File: config.mk
export PLATFORM = sky130hd
export DESIGN_NAME = perf_monitor_counters
export DESIGN_NICKNAME = d
export VERILOG_FILES = /design/src/verilog/perf_monitor_pkg.sv /design/src/verilog/perf_monitor_counters.sv
export SDC_FILE = /design/constraint.sdc
export NUM_CORES = 1
export LEC_CHECK = 0
export ABC_AREA = 1
export BUFFER_PORTS_ARGS = -buffer_cell sky130_fd_sc_hd__buf_2
export CORE_ASPECT_RATIO = 1.75
export CORE_MARGIN = 1
export CORE_UTILIZATION = 40
export DETAILED_ROUTE_END_ITERATION = 16
export PLACE_DENSITY = 0.68
export SLEW_MARGIN = 30
export SYNTH_ARGS = -nofsm -noshare
export SYNTH_HDL_FRONTEND = slang
export SYNTH_SLANG_ARGS = --single-unit
File: constraint.sdc
create_clock -name CLK -period 5.75 [get_ports CLK]
set_clock_uncertainty 0.1 [all_clocks]
set_input_delay 0.2875 -clock CLK [delete_from_list [all_inputs] [get_ports CLK]]
set_output_delay 0.2875 -clock CLK [all_outputs]
set_load 0.05 [all_outputs]
File: src/verilog/perf_monitor_pkg.sv
// Purpose: Shared constants and types for the performance monitor counters
// Assumes: Coprocessor style access selected by CRm and opcode_2 fields
// Notes: Register identifiers below are internal decode codes only
package perf_monitor_pkg;
  localparam int NUM_COUNTERS = 6;
  localparam int CNT_WIDTH = 32;
  localparam int NUM_EVENTS = 17;
  localparam int CYCLE_FLAG_BIT = 31;
  localparam int SELECT_WIDTH = 6;
  localparam int EVENT_CODE_WIDTH = 8;
  // Register transfer codes
  localparam logic [3:0] CRM_CONTROL_GROUP = 4'hC;
  localparam logic [3:0] CRM_COUNT_GROUP = 4'hD;
  localparam logic [3:0] CRM_USER_GROUP = 4'hE;
  localparam logic [2:0] OPC_MONITOR_CONTROL = 3'h0;
  localparam logic [2:0] OPC_OVERFLOW_FLAGS = 3'h3;
  localparam logic [2:0] OPC_SW_INCREMENT = 3'h4;
  localparam logic [2:0] OPC_COUNTER_SELECT = 3'h5;
  localparam logic [2:0] OPC_CYCLE_TALLY = 3'h0;
  localparam logic [2:0] OPC_EVENT_TYPE = 3'h1;
  localparam logic [2:0] OPC_EVENT_COUNT = 3'h2;
  localparam logic [2:0] OPC_USER_ACCESS = 3'h0;
  localparam logic [2:0] OPC_IRQ_ENABLE_SET = 3'h1;
  localparam logic [2:0] OPC_IRQ_ENABLE_CLEAR = 3'h2;
  // Field positions
  localparam int CTRL_ENABLE_BIT = 0;
  localparam int CTRL_EVENT_RESET_BIT = 1;
  localparam int CTRL_CYCLE_RESET_BIT = 2;
  localparam int USER_ENABLE_BIT = 0;
  localparam logic [31:0] FLAG_MASK = 32'h8000003F;
  localparam logic [31:0] CTRL_READ_MASK = 32'h00000001;
  // Event codes
  localparam logic [7:0] EV_SW_INCREMENT = 8'h00;
  localparam logic [7:0] EV_UNUSED_LOW = 8'h08;
  localparam logic [7:0] EV_UNUSED_HIGH = 8'h0E;
  localparam logic [7:0] EV_LAST_CODE = 8'h10;
  // Reset values
  localparam logic [31:0] ZERO_WORD = 32'h00000000;
  localparam logic [7:0] EVENT_TYPE_RESET = 8'h00;
  localparam logic [5:0] SELECT_RESET = 6'h00;
  typedef enum logic [3:0] {
    REG_NONE = 4'b0000,
    REG_CONTROL = 4'b0001,
    REG_OVERFLOW = 4'b0010,
    REG_SW_INCREMENT = 4'b0011,
    REG_SELECT = 4'b0100,
    REG_CYCLE = 4'b0101,
    REG_EVENT_TYPE = 4'b0110,
    REG_EVENT_COUNT = 4'b0111,
    REG_USER_ACCESS = 4'b1000,
    REG_IRQ_SET = 4'b1001,
    REG_IRQ_CLEAR = 4'b1010
  } reg_id_t;
endpackage

File: src/verilog/perf_monitor_counters.sv
// Purpose: Six event counters and a cycle counter with overflow flags
// Assumes: One request per cycle, answered one cycle later
// Notes: Registers are common to both security states
`timescale 1ns/1ps
module perf_monitor_counters #(
  parameter int NUM_CNT = perf_monitor_pkg::NUM_COUNTERS
) (
  // Clock and reset
  input wire logic CLK,
  input wire logic RST_N,
  // Register transfer port
  input wire logic REQ,
  input wire logic WRITE,
  input wire logic [3:0] CRM,
  input wire logic [2:0] OPC2,
  input wire logic USER_MODE,
  input wire logic [31:0] WDATA,
  output logic ACK,
  output logic UNDEF,
  output logic [31:0] RDATA,
  // Pipeline event pulses, bit n for event code n
  input wire logic [perf_monitor_pkg::NUM_EVENTS-1:0] EVENTS,
  // Interrupt request
  output logic IRQ_N
);

  function automatic logic event_hit(
    input logic [7:0] code,
    input logic [perf_monitor_pkg::NUM_EVENTS-1:0] ev
  );
    logic hit;
    hit = 1'b0;
    if (code == perf_monitor_pkg::EV_SW_INCREMENT)
      hit = 1'b0;
    else if (code == perf_monitor_pkg::EV_UNUSED_LOW)
      hit = 1'b0;
    else if (code == perf_monitor_pkg::EV_UNUSED_HIGH)
      hit = 1'b0;
    else if (code <= perf_monitor_pkg::EV_LAST_CODE)
      hit = ev[code[4:0]];
    return hit;
  endfunction

  perf_monitor_pkg::reg_id_t reg_id;
  logic user_enable;
  logic global_enable;
  logic [31:0] overflow_flags;
  logic [31:0] irq_enable;
  logic [5:0] counter_selector;
  logic [31:0] cycle_tally_value;
  logic [31:0] event_count [NUM_CNT];
  logic [7:0] event_type_select [NUM_CNT];
  logic access_ok;
  logic do_write;
  logic [NUM_CNT-1:0] swinc_bits;
  logic [NUM_CNT-1:0] wrap;
  logic cycle_wrap;
  logic sel_valid;
  logic [2:0] sel_index;
  logic next_user_enable;
  logic next_global_enable;
  logic [31:0] next_overflow_flags;
  logic [31:0] next_irq_enable;
  logic [5:0] next_counter_selector;
  logic [31:0] next_cycle_tally_value;
  logic next_ack;
  logic next_undef;
  logic [31:0] next_rdata;
  logic next_irq_n;

  // Address decode
  always_comb
  begin
    reg_id = perf_monitor_pkg::REG_NONE;
    unique case (CRM)
      perf_monitor_pkg::CRM_CONTROL_GROUP:
      begin
        if (OPC2 == perf_monitor_pkg::OPC_MONITOR_CONTROL)
          reg_id = perf_monitor_pkg::REG_CONTROL;
        else if (OPC2 == perf_monitor_pkg::OPC_OVERFLOW_FLAGS)
          reg_id = perf_monitor_pkg::REG_OVERFLOW;
        else if (OPC2 == perf_monitor_pkg::OPC_SW_INCREMENT)
          reg_id = perf_monitor_pkg::REG_SW_INCREMENT;
        else if (OPC2 == perf_monitor_pkg::OPC_COUNTER_SELECT)
          reg_id = perf_monitor_pkg::REG_SELECT;
      end
      perf_monitor_pkg::CRM_COUNT_GROUP:
      begin
        if (OPC2 == perf_monitor_pkg::OPC_CYCLE_TALLY)
          reg_id = perf_monitor_pkg::REG_CYCLE;
        else if (OPC2 == perf_monitor_pkg::OPC_EVENT_TYPE)
          reg_id = perf_monitor_pkg::REG_EVENT_TYPE;
        else if (OPC2 == perf_monitor_pkg::OPC_EVENT_COUNT)
          reg_id = perf_monitor_pkg::REG_EVENT_COUNT;
      end
      perf_monitor_pkg::CRM_USER_GROUP:
      begin
        if (OPC2 == perf_monitor_pkg::OPC_USER_ACCESS)
          reg_id = perf_monitor_pkg::REG_USER_ACCESS;
        else if (OPC2 == perf_monitor_pkg::OPC_IRQ_ENABLE_SET)
          reg_id = perf_monitor_pkg::REG_IRQ_SET;
        else if (OPC2 == perf_monitor_pkg::OPC_IRQ_ENABLE_CLEAR)
          reg_id = perf_monitor_pkg::REG_IRQ_CLEAR;
      end
      default:
        reg_id = perf_monitor_pkg::REG_NONE;
    endcase
  end

  // Access permission; unmapped codes are undefined
  always_comb
  begin
    access_ok = 1'b1;
    unique case (reg_id)
      perf_monitor_pkg::REG_NONE:
        access_ok = 1'b0;
      perf_monitor_pkg::REG_USER_ACCESS:
        access_ok = !(USER_MODE && WRITE);
      // Interrupt controls stay privileged even with user enable set
      perf_monitor_pkg::REG_IRQ_SET, perf_monitor_pkg::REG_IRQ_CLEAR:
        access_ok = !USER_MODE;
      perf_monitor_pkg::REG_SW_INCREMENT:
      begin
        if (!WRITE && !USER_MODE)
          access_ok = 1'b0;
        else if (USER_MODE && !user_enable)
          access_ok = 1'b0;
      end
      default:
        access_ok = !USER_MODE || user_enable;
    endcase
  end

  assign do_write = REQ && WRITE && access_ok;
  assign sel_valid = counter_selector < 6'(NUM_CNT);
  assign sel_index = counter_selector[2:0];
  assign swinc_bits = (do_write && reg_id == perf_monitor_pkg::REG_SW_INCREMENT) ?
                      WDATA[NUM_CNT-1:0] : '0;

  // Event counters, one per generate slice
  for (genvar i = 0; i < NUM_CNT; i++)
  begin : g_counter
    logic [31:0] next_count;
    logic [7:0] next_type;
    logic inc;
    logic targeted;
    always_comb
    begin
      targeted = sel_valid && sel_index == 3'(i);
      inc = 1'b0;
      if (global_enable)
      begin
        if (event_type_select[i] == perf_monitor_pkg::EV_SW_INCREMENT)
          inc = swinc_bits[i];
        else
          inc = event_hit(event_type_select[i], EVENTS);
      end
      // An event reset or a write of this counter beats the increment, so no wrap is flagged then
      wrap[i] = 1'b0;
      next_count = event_count[i];
      if (do_write && reg_id == perf_monitor_pkg::REG_CONTROL &&
          WDATA[perf_monitor_pkg::CTRL_EVENT_RESET_BIT])
        next_count = perf_monitor_pkg::ZERO_WORD;
      else if (do_write && reg_id == perf_monitor_pkg::REG_EVENT_COUNT && targeted)
        next_count = WDATA;
      else if (inc)
      begin
        wrap[i] = &event_count[i];
        next_count = event_count[i] + 32'h00000001;
      end
      next_type = event_type_select[i];
      if (do_write && reg_id == perf_monitor_pkg::REG_EVENT_TYPE && targeted)
        next_type = WDATA[7:0];
    end
    always_ff @(posedge CLK)
    begin
      if (!RST_N)
      begin
        event_count[i] <= perf_monitor_pkg::ZERO_WORD;
        event_type_select[i] <= perf_monitor_pkg::EVENT_TYPE_RESET;
      end
      else
      begin
        event_count[i] <= next_count;
        event_type_select[i] <= next_type;
      end
    end
  end

  // Cycle counter and control state
  always_comb
  begin
    cycle_wrap = 1'b0;
    next_cycle_tally_value = cycle_tally_value;
    if (do_write && reg_id == perf_monitor_pkg::REG_CONTROL &&
        WDATA[perf_monitor_pkg::CTRL_CYCLE_RESET_BIT])
      next_cycle_tally_value = perf_monitor_pkg::ZERO_WORD;
    // Writing while enabled is the caller's hazard; the write simply wins
    else if (do_write && reg_id == perf_monitor_pkg::REG_CYCLE)
      next_cycle_tally_value = WDATA;
    else if (global_enable)
    begin
      cycle_wrap = &cycle_tally_value;
      next_cycle_tally_value = cycle_tally_value + 32'h00000001;
    end
    next_global_enable = global_enable;
    if (do_write && reg_id == perf_monitor_pkg::REG_CONTROL)
      next_global_enable = WDATA[perf_monitor_pkg::CTRL_ENABLE_BIT];
    next_user_enable = user_enable;
    if (do_write && reg_id == perf_monitor_pkg::REG_USER_ACCESS)
      next_user_enable = WDATA[perf_monitor_pkg::USER_ENABLE_BIT];
    next_counter_selector = counter_selector;
    if (do_write && reg_id == perf_monitor_pkg::REG_SELECT)
      next_counter_selector = WDATA[5:0];
    next_irq_enable = irq_enable;
    if (do_write && reg_id == perf_monitor_pkg::REG_IRQ_SET)
      next_irq_enable = irq_enable | (WDATA & perf_monitor_pkg::FLAG_MASK);
    else if (do_write && reg_id == perf_monitor_pkg::REG_IRQ_CLEAR)
      next_irq_enable = irq_enable & ~WDATA;
    // Clear first, then set, so a wrap in the clearing cycle survives
    next_overflow_flags = overflow_flags;
    if (do_write && reg_id == perf_monitor_pkg::REG_OVERFLOW)
      next_overflow_flags = overflow_flags & ~WDATA;
    next_overflow_flags[NUM_CNT-1:0] = next_overflow_flags[NUM_CNT-1:0] | wrap;
    next_overflow_flags[perf_monitor_pkg::CYCLE_FLAG_BIT] =
      next_overflow_flags[perf_monitor_pkg::CYCLE_FLAG_BIT] | cycle_wrap;
    next_overflow_flags = next_overflow_flags & perf_monitor_pkg::FLAG_MASK;
    next_irq_n = ~|(overflow_flags & irq_enable);
  end

  // Answer path
  always_comb
  begin
    next_ack = REQ;
    next_undef = REQ && !access_ok;
    next_rdata = perf_monitor_pkg::ZERO_WORD;
    if (REQ && !WRITE && access_ok)
    begin
      unique case (reg_id)
        perf_monitor_pkg::REG_CONTROL:
          next_rdata = {31'h00000000, global_enable} & perf_monitor_pkg::CTRL_READ_MASK;
        perf_monitor_pkg::REG_OVERFLOW:
          next_rdata = overflow_flags;
        perf_monitor_pkg::REG_SELECT:
          next_rdata = {26'h0000000, counter_selector};
        perf_monitor_pkg::REG_CYCLE:
          next_rdata = cycle_tally_value;
        perf_monitor_pkg::REG_EVENT_TYPE:
          if (sel_valid)
            next_rdata = {24'h000000, event_type_select[sel_index]};
        perf_monitor_pkg::REG_EVENT_COUNT:
          if (sel_valid)
            next_rdata = event_count[sel_index];
        perf_monitor_pkg::REG_USER_ACCESS:
          next_rdata = {31'h00000000, user_enable};
        perf_monitor_pkg::REG_IRQ_SET, perf_monitor_pkg::REG_IRQ_CLEAR:
          next_rdata = irq_enable;
        default:
          next_rdata = perf_monitor_pkg::ZERO_WORD;
      endcase
    end
  end

  always_ff @(posedge CLK)
  begin
    if (!RST_N)
    begin
      global_enable <= 1'b0;
      user_enable <= 1'b0;
      counter_selector <= perf_monitor_pkg::SELECT_RESET;
      cycle_tally_value <= perf_monitor_pkg::ZERO_WORD;
      overflow_flags <= perf_monitor_pkg::ZERO_WORD;
      irq_enable <= perf_monitor_pkg::ZERO_WORD;
      ACK <= 1'b0;
      UNDEF <= 1'b0;
      RDATA <= perf_monitor_pkg::ZERO_WORD;
      IRQ_N <= 1'b1;
    end
    else
    begin
      global_enable <= next_global_enable;
      user_enable <= next_user_enable;
      counter_selector <= next_counter_selector;
      cycle_tally_value <= next_cycle_tally_value;
      overflow_flags <= next_overflow_flags;
      irq_enable <= next_irq_enable;
      ACK <= next_ack;
      UNDEF <= next_undef;
      RDATA <= next_rdata;
      IRQ_N <= next_irq_n;
    end
  end

endmodule // perf_monitor_counters

==> results.yml <==
clock_network:
  clock-sinks: 357
  clkLatencyLatePin_ns: 0.57
  cts_buffer_depth: 3
  cts_tree: "yes"
  cts_resized: 0
  cts_made_buffers: 37
  clkSlewWorstSetupHoldPaths_ns: 0.07
  htreeDepth: 2
  cts_root_buf: "clkbuf_16"
cells_and_area:
  fin_nets: 3873
  fillers: 6280
  seqCellArea_um2: 7150
  final_cell_area_um2: 26200
  drive_gt1_share_pct: 7.04
  multi_input_area_um2: 14500
  final_cell_mix: "nand2_1 (829), a21oi_1 (389), nand3_1 (388), dfxtp_1 (354), nor2_1 (342)"
  area_growth_pct: 9.13
  diodes: 0
  final_common_cell: "nand2_1"
timing:
  relSlewSlack_pct: 34.7
  fin_crit_ns: 3.59
  finalSetupViolCount: 0
  rsz0062_at_grt: "false"
  slew_violations: 0
  finalCritPeriodShare_pct: 62.4
  final.setup.tns_ns: 0
  hold_violations: 0
  tightest_slew_ns: 0.972
  fmax_mhz: 279
placement:
  gp_congestion: 0.997
  dpl.hpwl_mm: 71.8
  io_buffers: 95
  placed_area_um2: 24800
routing:
  wl_per_cell_um: 21.4
  viasPerCell: 5.82
  dr.pass1.iters: 7
  drc: 0
  vias: 26900
  ant_nets: 0
  drt_iter0_markers: 2449
  wl_mm: 98.8
yosys:
  netlist_area_um2: 24000
  synth-seq-cells: 357
  yosys-top-cells-area: "dfxtp_1 (30%), nand2_1 (13%), a21oi_1 (8.1%), nand3_1 (8.1%), o21ai_0 (6.6%)"
  synth.avg_cell_area_um2: 6.23
  synth_top_cell_by_area: "dfxtp_1"
  synth-main-ff-cell: "dfxtp_1"
  yosysSeqAreaShare_pct: 29.8
  synth_edf_count: 0
  synth_top_area_share_pct: 29.8
  ys_warn_count: 0
  async_flop_share_pct: 0
  synth_fp_nets: 3916
  post_synth_num_cell_types: 56
  synth_cells: 3848
critical_path:
  cp_num_buf_inv: 4
  worstPathMaxFanout: 86
  critPathMostFrequentCell: "buf_4"
  r2r_setup_slack_ns: 2.16
  worstSetupStartpoint: "counter_selector[2]"
  crit_chain: "inv_2 -> o211ai_2 -> buf_4 -> nor3_1 -> buf_4 -> nand4_4 -> buf_4 -> nand3_1 -> or2_1 -> o21ai_0"
  crit_required_ns: 6.05
  reg2reg_depth: 10
  slowest_stage: "buf_4"
  cp_top_family: "buffers and inverters"
  worstPathArrival_ns: 3.88
  cpPeakStageDelay_ns: 0.63
  crit_type: "reg2reg"
  worst_setup_path_end_kind: "flip-flop"
  timing.rr.end: "overflow_flags[0]"
  r2r_start: "counter_selector[2]"
  start_kind: "flip-flop"
  path_depth: 10
  crit_path_end: "overflow_flags[0]"
global_route:
  antenna_found_initial: 0
  grt.total_usage_pct: 31.3
  grt_pass1_wl_mm: 147
  grt_pass1_vias: 24600
  overflow: 0
  grt_max_degree: 91
floorplanning:
  io_pins: 96
  die_area_um2: 61000
  core_um2: 59200
  start_util_pct: 40.5
  die_h_um: 326
  num_rows: 118
  die_w_um: 187
run_status:
  outcome: "complete, no violations"
pwr:
  power.density_nw_per_um2: 202
  power_leakage_nw: 9.34
  irDropWorstVdd_mv: 0.240
min_path:
  hp-start: "WDATA[24]"
  min_path_type: "in2reg"
flow_run:
  maxCapViolations: 0
stage by stage:
stage | power [mW] | utilization [%] | instances | setup slack [ns] | hold slack (ns)
final | 5.28 | 44.2 | 4613 | 2.16 | 0.0290
after global routing | 5.40 | 44.2 | 4613 | 1.87 | 0.0359
after CTS | 5.29 | 44.2 | 4613 | 2.29 | 0.00527
after detailed placement | 2.76 | 41.9 | 4531 | 1.82 | 0.346
after global placement | 2.76 | 41.8 | 4531 | 1.89 | 0.339
after floorplan | 2.63 | - | 3848 | 3.46 | 0.331
final cells by class:
| type | instances | share of cell area, % |
|---|---|---|
| flip-flops and latches | 357 | 27.3 |
| multi-input cells | 2907 | 55.5 |
| inverters | 344 | 4.93 |
| clock buffers | 54 | 4.22 |
| well taps | 780 | 3.73 |
| repair buffers | 158 | 3.81 |
| clock inverters | 13 | 0.502 |
synth_stat cells, drive strengths merged (2+ instances only):
cell and instances:
a2111oi 11, xnor2 37, nor3 74, a21oi 390
o22ai 26, a211oi 3, and3 6, o211ai 16
clkbuf 112, nand4 64, nor2 349, inv 339
dfxtp 357, o221ai 6, nand2 844, o21ai 412
nor4 35, o31ai 3, a22oi 5, a221oi 17
o2111ai 2, clkinv 5, buf 128, a21boi 2
mux2i 5, or2 15, ha 7, xor2 134
nand3 394, nand3b 9, a31oi 33
repair_timing:
action,in CTS,in global routing
endpoints found under the hold margin,23,0
buffers inserted,0,0
hold buffers,15,0
cell families after synthesis:
logic type | count (synthesis) | share of synthesized area (%)
simple gates | 1793 | 32.8
compound gates | 931 | 20.7
buf+inv | 584 | 9.92
flops | 357 | 29.8
xor+xnor | 171 | 6.24
fa+ha+maj | 7 | 0.365
mux | 5 | 0.209
flip-flops by register name (all words and copies together) (netlist names), named ones only:
| name | cells |
|---|---|
| ACK | 1 |
| IRQ_N | 1 |
| RDATA | 32 |
| UNDEF | 1 |
| counter_selector | 6 |
| cycle_tally_value | 32 |
| event_count | 192 |
| event_type_select | 48 |
| global_enable | 1 |
| irq_enable | 25 |
| overflow_flags | 7 |
| user_enable | 1 |
worst min path at each step:
stage	endpoint	slack, ns	cells past startpoint
global route	flip-flop	0.04	3
CTS	cycle_tally_value[24]	0.005	3
floorplan	UNDEF	0.33	2
detailed placement	irq_enable[19]	0.35	2
finish	cycle_tally_value[24]	0.03	3
global placement	irq_enable[19]	0.34	2
power by group:
part | switching [mW] | internal (mW)
Sequential | 0.000229 | 2.47
Combinational | 0.206 | 0.0449
Clock | 1.13 | 1.43
metal layers:
metal | vias up | global-route usage [%] | part of all wire, %
met5 | - | 0 | 0
met4 | 0 | 30.0 | 11
met3 | 479 | 3.95 | 6.4
met2 | 1279 | 53.0 | 47
met1 | 12300 | 33.6 | 36
li1 | 12800 | - | -
worst min-delay path, delay by kind of cell:
kind | cells | cell delay [ns]
compound gates | 1 | 0.07
buf+inv | 1 | 0.18
simple gates | 1 | 0.09
Note: power is estimated with default switching activity, not from simulation.
